### src/common/alu_pkg.sv
/*
  package of the add-with-carry / logic-op execute datapath: register map,
  field positions, reset values, quarter-cycle phase codes, opcode patterns,
  flag positions and the carrier types shared by the datapath.
  assumes a single 40 MHz clock domain and an axi4-lite register bus.
*/
// Overview of operation
// - opcode 001000da adds accumulator, carry, file byte
// - sum destination bit: 0 accumulator, 1 file
// - access bit 0 access bank, 1 bank pointer
// - extended set, a=0, f<=95: indexed offset mode
// - opcode 00001011: literal and, only n z
// - opcode 000101da ands accumulator with file byte
// - and destination bit: 0 accumulator, 1 file
// - literal and: decode, read, process, write quarters
package alu_pkg;
  ////////////////////////////////////////////////////////////////////////////
  // register map (byte addresses) and widths
  localparam int          ADDR_W       = 8;
  localparam logic [7:0]  OFS_CTRL     = 8'h00;
  localparam logic [7:0]  OFS_OPCODE   = 8'h04;
  localparam logic [7:0]  OFS_ACCUM    = 8'h08;
  localparam logic [7:0]  OFS_STATUS   = 8'h0C;
  localparam logic [7:0]  OFS_BANK     = 8'h10;
  localparam logic [1:0]  RESP_OKAY    = 2'h0;
  localparam logic [1:0]  RESP_SLVERR  = 2'h2;
  // flag positions inside the status register
  localparam int          FLG_C        = 0;
  localparam int          FLG_NIBBLE   = 1;
  localparam int          FLG_Z        = 2;
  localparam int          FLG_WRAP     = 3;
  localparam int          FLG_N        = 4;
  localparam int          STAT_BUSY    = 8;
  localparam int          CTRL_EXT     = 0;
  // reset values
  localparam logic [7:0]  RST_ACCUM    = 8'h00;
  localparam logic [4:0]  RST_FLAGS    = 5'h00;
  localparam logic [3:0]  RST_BANK     = 4'h0;
  // opcode fields and patterns
  localparam logic [5:0]  OP_SUM_C     = 6'h08;   // 0010 00da
  localparam logic [5:0]  OP_FMASK     = 6'h05;   // 0001 01da
  localparam logic [7:0]  OP_LMASK     = 8'h0B;   // 0000 1011
  localparam int          BIT_DEST     = 9;
  localparam int          BIT_ACC      = 8;
  // addressing
  localparam logic [7:0]  IDX_LIMIT    = 8'h5F;   // 95
  localparam logic [7:0]  ACC_SPLIT    = 8'h60;
  localparam logic [3:0]  ACC_HI_BANK  = 4'hF;
  localparam logic [3:0]  ACC_LO_BANK  = 4'h0;

  // quarter-cycle phases, one-hot
  typedef enum logic [4:0] {
    PH_IDLE = 5'b00001,
    PH_Q1   = 5'b00010,
    PH_Q2   = 5'b00100,
    PH_Q3   = 5'b01000,
    PH_Q4   = 5'b10000
  } phase_t;

  // data memory request carried to the partner
  typedef struct packed {
    logic [11:0] addr;
    logic [7:0]  wdata;
    logic        re;
    logic        we;
    logic        idx;
  } mem_req_t;

  // complete state of the datapath
  typedef struct packed {
    phase_t      phase;
    logic [15:0] opcode;
    logic [7:0]  acc;
    logic [4:0]  flags;
    logic [3:0]  bank;
    logic        ext_en;
    logic [7:0]  result;
    logic [4:0]  new_flags;
    mem_req_t    mem;
    logic        aw_got;
    logic [7:0]  awaddr;
    logic        w_got;
    logic [31:0] wdata;
    logic [3:0]  wstrb;
    logic        bvalid;
    logic [1:0]  bresp;
    logic        rvalid;
    logic [1:0]  rresp;
    logic [31:0] rdata;
  } state_t;
endpackage

### src/logic/alu_exec.sv
/*
  execute datapath for the accumulator/file sum with carry, the literal mask
  and the file mask instructions, with its axi4-lite register slave.
  assumes the data memory answers a read one clock after mem.re and writes
  on the clock edge that ends a cycle with mem.we high.
*/
`timescale 1ns/1ps
module alu_exec (
  input  wire logic                aclk,
  input  wire logic                aresetn,
  input  wire logic [7:0]          s_axi_awaddr,
  input  wire logic                s_axi_awvalid,
  output logic                     s_axi_awready,
  input  wire logic [31:0]         s_axi_wdata,
  input  wire logic [3:0]          s_axi_wstrb,
  input  wire logic                s_axi_wvalid,
  output logic                     s_axi_wready,
  output logic [1:0]               s_axi_bresp,
  output logic                     s_axi_bvalid,
  input  wire logic                s_axi_bready,
  input  wire logic [7:0]          s_axi_araddr,
  input  wire logic                s_axi_arvalid,
  output logic                     s_axi_arready,
  output logic [31:0]              s_axi_rdata,
  output logic [1:0]               s_axi_rresp,
  output logic                     s_axi_rvalid,
  input  wire logic                s_axi_rready,
  output alu_pkg::mem_req_t        mem_req,
  input  wire logic [7:0]          mem_rdata
);

  alu_pkg::state_t st_reg;
  alu_pkg::state_t st_next;

  logic [31:0] wmask;
  logic [7:0]  operand;
  logic [8:0]  sum9;
  logic [4:0]  nib5;
  logic [7:0]  mask_res;
  logic        is_sum;
  logic        is_fmask;
  logic        is_lmask;
  logic        use_file;
  logic        wr_go;
  logic        wr_ok;
  logic [7:0]  fadr;

  ////////////////////////////////////////////////////////////////////////////
  // decode of the held opcode
  assign is_sum   = st_reg.opcode[15:10] == alu_pkg::OP_SUM_C;
  assign is_fmask = st_reg.opcode[15:10] == alu_pkg::OP_FMASK;
  assign is_lmask = st_reg.opcode[15:8] == alu_pkg::OP_LMASK;
  assign use_file = is_sum | is_fmask;
  assign fadr     = st_reg.opcode[7:0];

  // operand is the literal or the byte returned by data memory in q3
  assign operand  = is_lmask ? st_reg.opcode[7:0] : mem_rdata;
  assign sum9     = {1'b0, st_reg.acc} + {1'b0, operand}
                  + {8'h00, st_reg.flags[alu_pkg::FLG_C]};
  assign nib5     = {1'b0, st_reg.acc[3:0]} + {1'b0, operand[3:0]}
                  + {4'h0, st_reg.flags[alu_pkg::FLG_C]};
  assign mask_res = st_reg.acc & operand;

  // byte lanes of the pending write
  assign wmask = {{8{st_reg.wstrb[3]}}, {8{st_reg.wstrb[2]}},
                  {8{st_reg.wstrb[1]}}, {8{st_reg.wstrb[0]}}};

  // handshake outputs follow the capture state
  assign s_axi_awready = !st_reg.aw_got && !st_reg.bvalid;
  assign s_axi_wready  = !st_reg.w_got && !st_reg.bvalid;
  assign s_axi_arready = !st_reg.rvalid;
  assign wr_go         = st_reg.aw_got && st_reg.w_got && !st_reg.bvalid;

  // data outputs straight from the state register
  assign s_axi_bvalid = st_reg.bvalid;
  assign s_axi_bresp  = st_reg.bresp;
  assign s_axi_rvalid = st_reg.rvalid;
  assign s_axi_rresp  = st_reg.rresp;
  assign s_axi_rdata  = st_reg.rdata;
  assign mem_req      = st_reg.mem;

  ////////////////////////////////////////////////////////////////////////////
  // next state: bus slave, quarter-cycle sequencer and alu
  always_comb begin
    st_next        = st_reg;
    wr_ok          = 1'b1;
    st_next.mem.re = 1'b0;
    st_next.mem.we = 1'b0;

    // address and data channels are captured independently
    if (s_axi_awvalid && s_axi_awready) begin
      st_next.aw_got = 1'b1;
      st_next.awaddr = s_axi_awaddr;
    end
    if (s_axi_wvalid && s_axi_wready) begin
      st_next.w_got = 1'b1;
      st_next.wdata = s_axi_wdata;
      st_next.wstrb = s_axi_wstrb;
    end
    if (st_reg.bvalid && s_axi_bready) begin
      st_next.bvalid = 1'b0;
    end

    // quarter-cycle sequencer, one instruction cycle per opcode
    unique case (st_reg.phase)
      alu_pkg::PH_IDLE: begin
      end
      alu_pkg::PH_Q1: begin
        // decode: form the file address for the q2 read
        st_next.phase        = alu_pkg::PH_Q2;
        st_next.mem.re       = use_file;
        st_next.mem.idx      = 1'b0;
        st_next.mem.addr     = {st_reg.bank, fadr};
        if (!st_reg.opcode[alu_pkg::BIT_ACC]) begin
          if (st_reg.ext_en && fadr <= alu_pkg::IDX_LIMIT) begin
            st_next.mem.idx  = 1'b1;
            st_next.mem.addr = {4'h0, fadr};
          end else if (fadr < alu_pkg::ACC_SPLIT) begin
            st_next.mem.addr = {alu_pkg::ACC_LO_BANK, fadr};
          end else begin
            st_next.mem.addr = {alu_pkg::ACC_HI_BANK, fadr};
          end
        end
      end
      alu_pkg::PH_Q2: begin
        // memory read in flight, literal already held
        st_next.phase = alu_pkg::PH_Q3;
      end
      alu_pkg::PH_Q3: begin
        // process data and stage the write of q4
        st_next.phase     = alu_pkg::PH_Q4;
        st_next.new_flags = st_reg.flags;
        if (is_sum) begin
          st_next.result = sum9[7:0];
          st_next.new_flags[alu_pkg::FLG_C]  = sum9[8];
          st_next.new_flags[alu_pkg::FLG_NIBBLE] = nib5[4];
          st_next.new_flags[alu_pkg::FLG_WRAP]   =
            (st_reg.acc[7] == operand[7]) && (sum9[7] != st_reg.acc[7]);
          st_next.new_flags[alu_pkg::FLG_N]  = sum9[7];
          st_next.new_flags[alu_pkg::FLG_Z]  = sum9[7:0] == 8'h00;
        end else begin
          st_next.result = mask_res;
          st_next.new_flags[alu_pkg::FLG_N]  = mask_res[7];
          st_next.new_flags[alu_pkg::FLG_Z]  = mask_res == 8'h00;
        end
        if (use_file && st_reg.opcode[alu_pkg::BIT_DEST]) begin
          st_next.mem.we    = 1'b1;
          st_next.mem.wdata = is_sum ? sum9[7:0] : mask_res;
        end
      end
      alu_pkg::PH_Q4: begin
        // write back: accumulator unless the file took the result
        st_next.phase = alu_pkg::PH_IDLE;
        st_next.flags = st_reg.new_flags;
        if (is_lmask || !st_reg.opcode[alu_pkg::BIT_DEST]) begin
          st_next.acc = st_reg.result;
        end
      end
      default: begin
        st_next.phase = alu_pkg::PH_IDLE;
      end
    endcase

    // register write once both channels are held
    if (wr_go) begin
      st_next.aw_got = 1'b0;
      st_next.w_got  = 1'b0;
      st_next.bvalid = 1'b1;
      unique case (st_reg.awaddr)
        alu_pkg::OFS_CTRL: begin
          if (st_reg.wstrb[0]) begin
            st_next.ext_en = st_reg.wdata[alu_pkg::CTRL_EXT];
          end
        end
        alu_pkg::OFS_OPCODE: begin
          // a new opcode launches only from idle and with both low lanes
          if (st_reg.phase == alu_pkg::PH_IDLE && st_reg.wstrb[1:0] == 2'b11) begin
            st_next.opcode = st_reg.wdata[15:0];
            st_next.phase  = alu_pkg::PH_Q1;
          end else begin
            wr_ok = 1'b0;
          end
        end
        alu_pkg::OFS_ACCUM: begin
          if (st_reg.phase == alu_pkg::PH_IDLE) begin
            st_next.acc = (st_reg.acc & ~wmask[7:0]) | (st_reg.wdata[7:0] & wmask[7:0]);
          end else begin
            wr_ok = 1'b0;
          end
        end
        alu_pkg::OFS_STATUS: begin
          if (st_reg.phase == alu_pkg::PH_IDLE) begin
            st_next.flags = (st_reg.flags & ~wmask[4:0]) | (st_reg.wdata[4:0] & wmask[4:0]);
          end else begin
            wr_ok = 1'b0;
          end
        end
        alu_pkg::OFS_BANK: begin
          st_next.bank = (st_reg.bank & ~wmask[3:0]) | (st_reg.wdata[3:0] & wmask[3:0]);
        end
        default: begin
          wr_ok = 1'b0;
        end
      endcase
      st_next.bresp = wr_ok ? alu_pkg::RESP_OKAY : alu_pkg::RESP_SLVERR;
    end

    // read channel: one answer held until taken
    if (st_reg.rvalid && s_axi_rready) begin
      st_next.rvalid = 1'b0;
    end
    if (s_axi_arvalid && s_axi_arready) begin
      st_next.rvalid = 1'b1;
      st_next.rresp  = alu_pkg::RESP_OKAY;
      st_next.rdata  = 32'h0000_0000;
      unique case (s_axi_araddr)
        alu_pkg::OFS_CTRL:   st_next.rdata[alu_pkg::CTRL_EXT] = st_reg.ext_en;
        alu_pkg::OFS_OPCODE: st_next.rdata[15:0] = st_reg.opcode;
        alu_pkg::OFS_ACCUM:  st_next.rdata[7:0]  = st_reg.acc;
        alu_pkg::OFS_STATUS: begin
          st_next.rdata[4:0]                = st_reg.flags;
          st_next.rdata[alu_pkg::STAT_BUSY] = st_reg.phase != alu_pkg::PH_IDLE;
        end
        alu_pkg::OFS_BANK:   st_next.rdata[3:0]  = st_reg.bank;
        default:             st_next.rresp = alu_pkg::RESP_SLVERR;
      endcase
    end
  end

  ////////////////////////////////////////////////////////////////////////////
  // state register, synchronous active-low reset
  always_ff @(posedge aclk) begin
    if (!aresetn) begin
      st_reg       <= '0;
      st_reg.phase <= alu_pkg::PH_IDLE;
      st_reg.acc   <= alu_pkg::RST_ACCUM;
      st_reg.flags <= alu_pkg::RST_FLAGS;
      st_reg.bank  <= alu_pkg::RST_BANK;
    end else begin
      st_reg <= st_next;
    end
  end

endmodule

### config.mk
export PLATFORM = sky130hd
export DESIGN_NAME = alu_exec
export DESIGN_NICKNAME = d
export VERILOG_FILES = /design/src/common/alu_pkg.sv /design/src/logic/alu_exec.sv
export SDC_FILE = /design/constraint.sdc
export NUM_CORES = 1
export LEC_CHECK = 0
export BUFFER_PORTS_ARGS = -buffer_cell sky130_fd_sc_hd__buf_2
export CAP_MARGIN = 40
export CELL_PAD_IN_SITES_DETAIL_PLACEMENT = 1
export CELL_PAD_IN_SITES_GLOBAL_PLACEMENT = 1
export CORE_AREA = 2 2 161 163
export CTS_BUF_LIST = sky130_fd_sc_hd__clkbuf_4
export CTS_CLUSTER_DIAMETER = 150
export DETAILED_ROUTE_END_ITERATION = 10
export DIE_AREA = 0 0 163 165
export GPL_ROUTABILITY_DRIVEN = 0
export PLACE_DENSITY_LB_ADDON = 0.1
export SLEW_MARGIN = 5
export SYNTH_ARGS = -nofsm -noshare
export SYNTH_HDL_FRONTEND = slang
export SYNTH_SLANG_ARGS = --single-unit
### constraint.sdc
create_clock -name aclk -period 4.2 [get_ports aclk]
set_input_delay 0.84 -clock aclk [delete_from_list [all_inputs] [get_ports aclk]]
set_output_delay 0.84 -clock aclk [all_outputs]
set_load 0.05 [all_outputs]
### After elaboration in Yosys (flattened, before gate mapping)

Cells that the tools add are included.

| cells by class | value |
|---|---|
| reductions and logical operators | 35 |
| magnitude comparators | 2 |
| equal/unequal tests | 20 |
| multiplexer cells | 41 |
| bitwise gates (word level) | 15 |
| add/sub/neg operators | 4 |

Operators by type and width:

| cell | count |
|---|---|
| 21-bit 2-to-1 mux | 2 |
| 8-bit by 4-bit == test with 1-bit output (second input constant) | 5 |
| 8-bit 2-to-1 mux | 5 |
| 39-bit 2-to-1 mux | 1 |
| 12-bit 2-to-1 mux | 3 |
| 35-bit 2-to-1 mux | 1 |
| 8-bit zero test | 4 |
| 8-bit bitwise AND | 3 |
| 5-bit case mux with 4 select lines | 1 |
| 8-bit by 3-bit == test with 1-bit output (second input constant) | 2 |
| 8-bit by 5-bit == test with 1-bit output (second input constant) | 2 |
| 1-bit logical AND | 13 |
| 13-bit 2-to-1 mux | 1 |
| 1-bit 2-to-1 mux | 12 |
| 3-bit case mux with 4 select lines | 1 |
| 5-bit bitwise AND | 2 |
| 5-bit 2-to-1 mux | 2 |
| 8-bit by 8-bit adder with 9-bit output | 1 |
| 9-bit by 1-bit adder with 9-bit output | 1 |
| 9-bit 2-to-1 mux | 1 |
| 4-bit bitwise AND | 2 |
| 8-bit by 7-bit less-or-equal comparator with 1-bit output (second input constant) | 1 |
| 8-bit by 7-bit < comparator with 1-bit output (second input constant) | 1 |
| 8-bit inverter | 1 |
| 35 further kinds | 49 |

| word-level totals | value |
|---|---|
| output and inout bits | 64 |
| input bits | 67 |
| bits in registers | 125 |
| word-level logic and storage cells | 140 |

### Logic depth before layout (Yosys ltp)

Gate-level depths: netlist of run 1.

| depth | value |
|---|---|
| word-level depth | 7 |
| gate-level depth with buffers | 12 |
| depth with buffers taken out | 12 |

### Worst setup path before layout of run 1

Ideal clock, no wire load.

| timing | value |
|---|---|
| path kind | flip-flop to flip-flop |
| start | register st_reg[148] (netlist bit) |
| end | register st_reg[109] (netlist bit) |
| cell stages (with the launch flop) | 13 |
| path slack | 1.203 ns |
| arrival | 2.896 ns |
| clock period less this slack | 2.997 ns |
| path buffers | 0 |
| data required time | 4.099 ns |
| cell sequence | dfxtp_1 nor3_1 nand4_1 mux2_2 fa_1 inv_1 fa_1 nor2b_1 o21ai_0 nor2b_1 xor2_1 o2111ai_1 o41ai_1 |

| between the ends | value |
|---|---|
| word-level cells in the longest chain between the ends | 6 |

RTL lines:

| item | RTL line | source |
|---|---|---|
| start: declaration | alu_exec.sv:32 | `alu_pkg::state_t st_reg;` |
| start signal: assignment | alu_exec.sv:240 | `st_reg <= st_next;` |
| 8-bit by 4-bit == test with 1-bit output | alu_exec.sv:52 | `assign is_lmask = st_reg.opcode[15:8] == alu_pkg::OP_LMASK;` |
| 8-bit 2-to-1 mux | alu_exec.sv:57 | `assign operand = is_lmask ? st_reg.opcode[7:0] : mem_rdata;` |
| 8-bit by 8-bit adder with 9-bit output | alu_exec.sv:58 | `assign sum9 = {1'b0, st_reg.acc} + {1'b0, operand}` |
| 9-bit by 1-bit adder with 9-bit output | alu_exec.sv:59 | `+ {8'h00, st_reg.flags[alu_pkg::FLG_C]};` |
| 8-bit zero test | alu_exec.sv:140 | `st_next.new_flags[alu_pkg::FLG_Z] = sum9[7:0] == 8'h00;` |
| 1-bit 2-to-1 mux * | alu_exec.sv:133 | `if (is_sum) begin` |

Mark *: on every way between the ends. The rest lies on a longest branch, timed or not.
A chain may end at the register's enable or synchronous reset.

### Worst setup path after layout of run 1

Same ends and word-level chain as after synthesis.

==> results.py, run 1 <==
metrics = {
    "layout": {
        "multi_input_comb_area_sq_um": 2740,
        "fin_area_sq_um": 6490,
        "area_growth_pct": 13.1,
        "drive_gt1_share_pct": 19.6,
        "fin_nets": 814,
        "register_area_sq_um": 2440,
        "fin_util_pct": 25.9,
        "n_fill_cell": 2996,
    },
    "yosys": {
        "async_flop_share_pct": 0,
        "synth.most_common_cell": "dfxtp_1",
        "synth_area_sq_um": 5740,
        "synth_common_cells": "dfxtp_1 (122), nand2_1 (105), nor2_1 (80)",
        "syn_inst": 688,
        "synth_edf_count": 0,
        "synth_top_area_share_pct": 42.6,
        "synth_cell_types": 51,
        "ys_seq_area_share_pct": 42.6,
        "synthFlopType": "dfxtp_1",
        "synth_area_leader_cell": "dfxtp_1",
        "synthTopCellsByArea": "dfxtp_1 (43%), buf_4 (7.7%), nand2_1 (6.9%)",
        "syn_avg_cell_area_sq_um": 8.34,
        "yosysWarnings": 0,
        "synth-seq-cells": 122,
    },
    "sta": {
        "fmax_mhz": 291,
        "worst_pin_slew_ns": 0.758,
        "tns_ns": 0,
        "grt_setup_unrepaired": "no",
        "relSlewSlack_pct": 49.5,
        "min_period_ns": 3.43,
        "finalSetupViolCount": 0,
        "hold_viol": 0,
        "finalMaxSlewViolations": 0,
        "min_period_over_period_pct": 81.8,
        "finalClockSkew_ns": 0.0212,
    },
    "drt": {
        "drc": 0,
        "vias_per_cell": 4.46,
        "antenna_left": 0,
        "drt_wl_total_um": 18700,
        "wl_per_cell_um": 17.3,
        "drtPass1Iterations": 4,
        "vias": 4812,
        "drtIter0Drc": 179,
    },
    "setup_path": {
        "required_ns": 4.64,
        "cp.arrival_ns": 3.87,
        "cp-start-kind": "register",
        "crit_fanout": 5,
        "endpoint_kind": "register",
        "path_class": "register to register",
    },
    "global_routing": {
        "grt_usage_pct": 14.4,
        "overflow": 0,
        "grt_pass1_wl_um": 29100,
        "grt_start_max_net_pins": 29,
        "antenna_found_initial": 1,
        "grt_pass1_vias": 4961,
    },
    "floorplanning": {
        "core_area_sq_um": 25000,
        "start_util_pct": 22.9,
        "die-area_sq_um": 26900,
        "io_pins": 131,
        "core.rowCount": 58,
        "die_h_um": 165,
        "fp.dieW_um": 163,
    },
    "placement": {
        "place_area_sq_um": 6200,
        "dp_hpwl_um": 14200,
        "io_buffers": 94,
    },
    "clock_tree": {
        "cts_tree": "done",
        "postCtsResizedCells": 0,
        "insertion_delay_ns": 0.54,
        "cts_buffers": 17,
        "htree_levels": 4,
        "clockRootBuffer": "clkbuf_4",
        "hold_buffers": 0,
        "clockBufferDepth": 2,
        "postCtsSetupBuffers": 0,
        "cts_sinks": 122,
        "clk_pin_slew_ns": 0.12,
    },
    "power_and_ir_drop": {
        "p_leak_uw": 0.00270,
        "power_density_nw_per_um2": 353,
        "vdd_drop_max_mv": 0.0956,
    },
    "run": {
        "drv_cap": 0,
    },
    "worst_hold_path": {
        "hold_class": "register to register",
    },
    "outcome": {
        "status": "finished clean",
    },
}
layer usage:
metal	track usage, %	routed length (um)	part of all wire, %	up-vias
met2	23.1	8560	46	93
met1	19.5	9250	49	2303
met5	0	0	0	-
met4	4.06	225	1.2	0
li1	-	-	-	2402
met3	3.24	654	3.5	14
cell usage in the layout (no fill, tap or decap), drive strengths merged, types with 17 or more instances in the layout:
master and instances:
buf 103, o21ai 25, clkbuf 18, a22oi 17, a21oi 64, nor2 80
conb 18, nand2 105, mux2i 31, dfxtp 122
kinds of logic (layout without fill, tap and decap cells):
logic type	after synthesis	count (layout)	share of synthesized area, %
AOI/OAI and AO/OA	152	152	16.3
xor gates and xnor gates	7	7	1.07
adders and majority gates	10	10	2.44
buffers and inverters	101	145	10.8
DFF	122	122	42.6
muxes	40	40	7.18
other	1	19	0.0654
and+or+nand+nor	255	255	19.6
where the power goes:
| group | internal, uW | total, uW | switching [uW] |
|---|---|---|---|
| registers | 1180 | 1200 | 22.4 |
| clock network | 411 | 888 | 477 |
| logic | 57.2 | 205 | 147 |
final cells by class:
| type | instances | share of cell area [%] |
|---|---|---|
| multi-input cells | 482 | 42.2 |
| flip-flops and latches | 122 | 37.6 |
| repair buffers | 103 | 8.64 |
| well taps | 330 | 6.36 |
| clock inverters | 13 | 2.35 |
| clock buffers | 18 | 2.08 |
| inverters | 11 | 0.636 |
| diodes | 1 | 0.0386 |
worst paths after layout:
path	depth (start not counted)	startpoint	slack (ns)	to
setup reg to reg	12	st_reg[148]$_SDFFE_PN0P_	0.77	st_reg[109]$_SDFFE_PN0N_
hold reg to reg	2	mem_req[16]$_SDFFE_PN0P_	0.47	mem_req[16]$_SDFFE_PN0P_
hold / removal	2	mem_req[16]$_SDFFE_PN0P_	0.47	mem_req[16]$_SDFFE_PN0P_
setup / recovery	12	st_reg[148]$_SDFFE_PN0P_	0.77	st_reg[109]$_SDFFE_PN0N_
worst max-delay path, cell delays in order, from the launching register on:
cell       delay, ns
dfxtp_1         0.37
nor3_1          0.28
nand4_1         0.28
mux2_2          0.38
fa_1            0.42
inv_1           0.09
fa_1            0.21
nor2b_1         0.06
o21ai_0         0.25
nor2b_1         0.28
xor2_1          0.24
o2111ai_1       0.15
o41ai_1         0.34
stage by stage:
stage,hold WS [ns],total power [uW],setup slack [ns],std cells
2_1_floorplan,0.432,1380,1.20,705
3_3_place_gp,0.442,1430,0.883,1044
3_5_place_dp,0.454,1430,0.821,1048
4_1_cts,0.423,2340,0.779,1079
5_1_grt,0.423,2410,0.610,1080
6_report,0.467,2290,0.766,1080
No activity file was read; power rests on OpenSTA's default activity.
==> run 2: changes to the inputs <==
Clock period 4.2 ns to 3 ns, I/O delays scaled along.
==> run 2 against run 1 <==
Compared with the run above: critical path depth increased by 1; non-clock buffer count increased by 31; sequential share of layout area decreased by 1.8 points; fmax increased by 18%; power increased by 46%; combinational power increased by 42%; via count increased by 3.7%; sequential cell count unchanged; critical endpoint unchanged.
==> results.py, run 2 (same netlist as run 1, synthesis figures left out) <==
metrics = {
    "floorplanning": {
        "die_h_um": 165,
        "start_util_pct": 22.9,
        "fp.dieW_um": 163,
        "core.rowCount": 58,
        "io_pins": 131,
        "die-area_sq_um": 26900,
        "core_area_sq_um": 25000,
    },
    "power_and_ir_drop": {
        "internal_power_uw": 2410,
        "p_comb_share_pct": 8.7,
        "vdd_drop_max_mv": 0.195,
        "clkPwrFrac_pct": 41.0,
        "power_density_nw_per_um2": 490,
        "switchingPower_uw": 931,
        "p_leak_uw": 0.00290,
        "switching_share_pct": 27.9,
        "p_total_uw": 3340,
        "seqPwrFrac_pct": 50.3,
    },
    "global_routing": {
        "grt_start_max_net_pins": 33,
        "grt_pass1_wl_um": 29600,
        "grt_usage_pct": 14.8,
        "grt_pass1_vias": 5151,
        "antenna_found_initial": 1,
        "overflow": 0,
    },
    "sta": {
        "min_period_ns": 2.91,
        "finalClockSkew_ns": 0.0211,
        "finalMaxSlewViolations": 0,
        "relSlewSlack_pct": 52.0,
        "finalSetupViolCount": 0,
        "min_period_over_period_pct": 97.1,
        "whs_ns": 0.241,
        "grt_setup_unrepaired": "yes",
        "fmax_mhz": 343,
        "worst_pin_slew_ns": 0.717,
        "hold_viol": 0,
        "tns_ns": 0,
    },
    "clock_tree": {
        "clockBufferDepth": 2,
        "clockRootBuffer": "clkbuf_4",
        "cts_tree": "done",
        "cts_buffers": 17,
        "htree_levels": 4,
        "hold_buffers": 0,
        "clk_pin_slew_ns": 0.13,
        "cts_sinks": 122,
        "insertion_delay_ns": 0.54,
    },
    "drt": {
        "wl_per_cell_um": 17.3,
        "drc": 0,
        "drtIter0Drc": 181,
        "drt_wl_total_um": 19200,
        "vias": 4988,
        "drtPass1Iterations": 5,
        "vias_per_cell": 4.48,
        "antenna_left": 0,
    },
    "layout": {
        "final_common_cell": "dfxtp_1",
        "final_cell_mix": "dfxtp_1 (121), nand2_1 (105), buf_2 (95), nor2_1 (80), a21oi_1 (64)",
        "multi_input_comb_area_sq_um": 2810,
        "register_area_sq_um": 2440,
        "fin_nets": 845,
        "area_growth_pct": 18.8,
        "drive_gt1_share_pct": 24.5,
        "layout.cells.non_filler": 1114,
        "n_fill_cell": 3024,
    },
    "setup_path": {
        "cp-start-kind": "register",
        "crit_fanout": 2,
        "reg2regPathDepth": 13,
        "r2r-start": "st_reg[151]$_SDFFE_PN0P_",
        "endpoint_kind": "register",
        "r2r_end": "st_reg[109]$_SDFFE_PN0N_",
        "cp.arrival_ns": 3.34,
        "cp-endpoint": "st_reg[109]$_SDFFE_PN0N_",
        "path_class": "register to register",
        "regToRegSetupSlack_ns": 0.09,
        "critPathLaunch": "st_reg[151]$_SDFFE_PN0P_",
        "required_ns": 3.43,
    },
    "outcome": {
        "status": "finished clean",
    },
    "placement": {
        "dp_hpwl_um": 14600,
        "io_buffers": 94,
        "dp.cells": 1077,
    },
    "worst_hold_path": {
        "whs_path_depth": 2,
        "hold_class": "input port to register",
    },
    "run": {
        "drv_cap": 0,
    },
}
[run 2: area by class of cell]
class | instances | share of cell area (%)
Tap cell | 330 | 6.06
Clock inverter | 14 | 2.86
Sequential cell | 122 | 35.9
Inverter | 11 | 0.606
Antenna cell | 3 | 0.110
Multi-Input combinational cell | 482 | 41.2
Clock buffer | 18 | 1.98
Timing Repair Buffer | 134 | 11.3
[run 2: power by group through the flow]
stage / combinational, uW / clock (uW) / sequential, uW
after floorplan: 217 / 0 / 1710
after global placement: 287 / 0 / 1720
after detailed placement: 293 / 0 / 1720
after CTS: 296 / 1430 / 1680
after global routing: 322 / 1500 / 1690
final: 291 / 1370 / 1680
[run 2: worst min-delay path by stage]
stage,startpoint,end
floorplan,mem_req[0]$_SDFFE_PN0P_,mem_req[0]$_SDFFE_PN0P_
global placement,st_reg[108]$_SDFFE_PN0N_,st_reg[108]$_SDFFE_PN0N_
detailed placement,s_axi_rdata[6]$_SDFFE_PN0P_,s_axi_rdata[6]$_SDFFE_PN0P_
CTS,s_axi_rready,s_axi_rvalid$_SDFFE_PN0P_
global route,s_axi_rready,s_axi_rvalid$_SDFFE_PN0P_
finish,s_axi_rready,s_axi_rvalid$_SDFFE_PN0P_
[run 2: per-stage QoR]
| step | setup WS [ns] | instance area (sq um) | util, % |
|---|---|---|---|
| floorplan | 0.00293 | 5800 | - |
| global placement | -0.147 | 6380 | 25.5 |
| detailed placement | -0.212 | 6390 | 25.5 |
| CTS | 0.0559 | 6770 | 27.0 |
| global route | -0.0755 | 6810 | 27.2 |
| finish | 0.0876 | 6810 | 27.2 |
[run 2: critical path, stage by stage, from the launching register on]
cell and delay [ns]:
dfxtp_2 0.36, nor3_4 0.18, nand4_1 0.11, buf_4 0.17, mux2_4 0.31, fa_2 0.35
inv_2 0.06, fa_2 0.20, nor2b_2 0.05, o21ai_2 0.17, nor2b_4 0.21, xor2_2 0.16
o2111ai_1 0.13, o41ai_1 0.35
[run 2: timing repair]
item / 4_1_cts / 5_1_grt
resized for setup: 10 / 8
setup endpoints to repair: 9 / 9
pin swaps: 2 / 5
buffers inserted: 1 / 1
[run 2: layer usage]
layer  wire [um]  up-vias  part of all wire, %  GRT usage (%)
met5           0        -                    0              0
met4         436        0                  2.3           5.87
met3         736       19                  3.8           3.14
met2        8990      114                   47           24.2
met1        9070     2395                   47           18.9
li1            -     2460                    -              -
==> run 3: changes to the inputs <==
Settings changed: CORE_AREA 2 2 161 163 to 2 2 128 130, DIE_AREA 0 0 163 165 to 0 0 130 132.
==> run 3 against run 2 <==
Compared with the run above: sequential power about the same; combinational power about the same; routed wire length fell by 9.2%; global-route usage grew 6.2 points; setup slack got worse by 0.052 ns; critical path depth stayed put; register-to-register slack got worse by 0.05 ns; critical path type unchanged.
==> results.py, run 3 (same netlist as run 1, synthesis figures left out) <==
metrics = {
    "outcome": {
        "status": "finished clean",
    },
    "placement": {
        "io_buffers": 94,
        "dp_hpwl_um": 12800,
    },
    "sta": {
        "finalMaxSlewViolations": 0,
        "min_period_over_period_pct": 98.8,
        "worst_pin_slew_ns": 0.731,
        "fmax_mhz": 337,
        "finalClockSkew_ns": 0.0161,
        "whs_ns": 0.215,
        "hold_viol": 0,
        "finalSetupViolCount": 0,
        "grt_setup_unrepaired": "yes",
        "relSlewSlack_pct": 51.1,
        "min_period_ns": 2.96,
    },
    "clock_tree": {
        "cts_tree": "done",
        "clk_pin_slew_ns": 0.11,
        "clockBufferDepth": 2,
        "clockRootBuffer": "clkbuf_4",
        "cts_buffers": 17,
        "insertion_delay_ns": 0.56,
        "hold_buffers": 0,
        "cts_sinks": 122,
        "htree_levels": 4,
    },
    "drt": {
        "vias_per_cell": 5.05,
        "wl_per_cell_um": 17.6,
        "drtPass1Iterations": 4,
        "drt_wl_total_um": 17500,
        "vias": 5027,
        "drc": 0,
        "antenna_left": 0,
        "drtIter0Drc": 227,
    },
    "setup_path": {
        "required_ns": 3.46,
        "cp_cell_sequence": "nor3_4, nand4_1, buf_4, mux2_4, fa_2, inv_2, fa_2, nor2b_2, o21ai_2, nor2b_4, xor2_2, o2111ai_2, o41ai_2",
        "cp_top_family": "compound AO/OA/AOI/OAI gates",
        "regToRegSetupSlack_ns": 0.04,
        "worst_path_most_repeated_cell": "fa_2",
        "crit_buf_inv": 2,
        "path_class": "register to register",
        "cp-start-kind": "register",
        "crit_fanout": 2,
        "endpoint_kind": "register",
        "cp.arrival_ns": 3.43,
        "crit_path_max_incr_delay_ns": 0.35,
        "cpMaxStageDelayCell": "fa_2",
    },
    "run": {
        "drv_cap": 0,
    },
    "layout": {
        "fin_util_pct": 41.9,
        "final_common_cell": "dfxtp_1",
        "n_fill_cell": 1922,
        "drive_gt1_share_pct": 24.3,
        "fin_nets": 842,
        "final_cell_mix": "dfxtp_1 (120), nand2_1 (105), buf_2 (94), nor2_1 (79), a21oi_1 (62)",
        "area_growth_pct": 14.8,
    },
    "power_and_ir_drop": {
        "power_density_nw_per_um2": 455,
        "clkPwrFrac_pct": 34.3,
        "internal_power_uw": 2130,
        "seqPwrFrac_pct": 56.0,
        "p_comb_share_pct": 9.7,
        "p_leak_uw": 0.00284,
        "switchingPower_uw": 862,
        "p_total_uw": 2990,
        "vdd_drop_max_mv": 0.236,
        "switching_share_pct": 28.8,
    },
    "floorplanning": {
        "die-area_sq_um": 17200,
        "core_area_sq_um": 15700,
        "start_util_pct": 36.5,
        "core.rowCount": 46,
        "io_pins": 131,
        "die_h_um": 132,
        "fp.dieW_um": 130,
    },
    "global_routing": {
        "grt_pass1_wl_um": 27700,
        "grt_pass1_vias": 5235,
        "grt_start_max_net_pins": 72,
        "grt_usage_pct": 21.0,
        "overflow": 0,
        "antenna_found_initial": 1,
    },
    "worst_hold_path": {
        "hold_class": "input port to register",
    },
}
run 3: worst paths after layout:
check / start / end / depth (start not counted)
worst max-delay path: st_reg[148]$_SDFFE_PN0P_ / st_reg[109]$_SDFFE_PN0N_ / 13
worst min-delay path: s_axi_rready / s_axi_rvalid$_SDFFE_PN0P_ / 2
worst max register to register: st_reg[148]$_SDFFE_PN0P_ / st_reg[109]$_SDFFE_PN0N_ / 13
worst min register to register: mem_req[0]$_SDFFE_PN0P_ / mem_req[0]$_SDFFE_PN0P_ / 2
run 3: layer usage:
layer | wire, um | track usage [%] | part of all wire (%) | vias up
met5 | 0 | 0 | 0 | -
met4 | 309 | 6.93 | 1.8 | 0
met3 | 783 | 4.99 | 4.5 | 27
met2 | 8190 | 33.4 | 47 | 125
met1 | 8190 | 27.8 | 47 | 2417
li1 | - | - | - | 2458
run 3: through the flow:
stage          setup slack (ns)  area [sq um]  cells  TNS (ns)
6_report                 0.0360          6590    995         0
5_1_grt                  -0.106          6590    995    -0.306
4_1_cts                  0.0128          6490    993         0
3_5_place_dp             -0.153          6220    958    -0.173
3_3_place_gp            -0.0356          6220    958   -0.0356
2_1_floorplan           0.00293          5800    705         0
run 3: power groups by stage:
stage	registers, uW	logic [uW]	clock network [uW]
detailed placement	1720	285	0
finish	1680	289	1030
floorplan	1710	217	0
CTS	1680	288	1060
global placement	1710	278	0
global route	1680	317	1130
run 3: timing repair:
item                       4_1_cts  5_1_grt
resized for setup                6       19
buffers inserted                 3        2
setup endpoints to repair        4        7
pin swaps                        3        9
run 3: cell type report:
cell class / instances / area, sq um / share of cell area (%)
Multi-Input combinational cell: 482 / 2840 / 43.1
Sequential cell: 122 / 2440 / 37.1
Timing Repair Buffer: 131 / 761 / 11.6
Tap cell: 216 / 270 / 4.10
Clock buffer: 19 / 143 / 2.17
Clock inverter: 13 / 85.1 / 1.29
Inverter: 11 / 41.3 / 0.627
Antenna cell: 1 / 2.50 / 0.0380
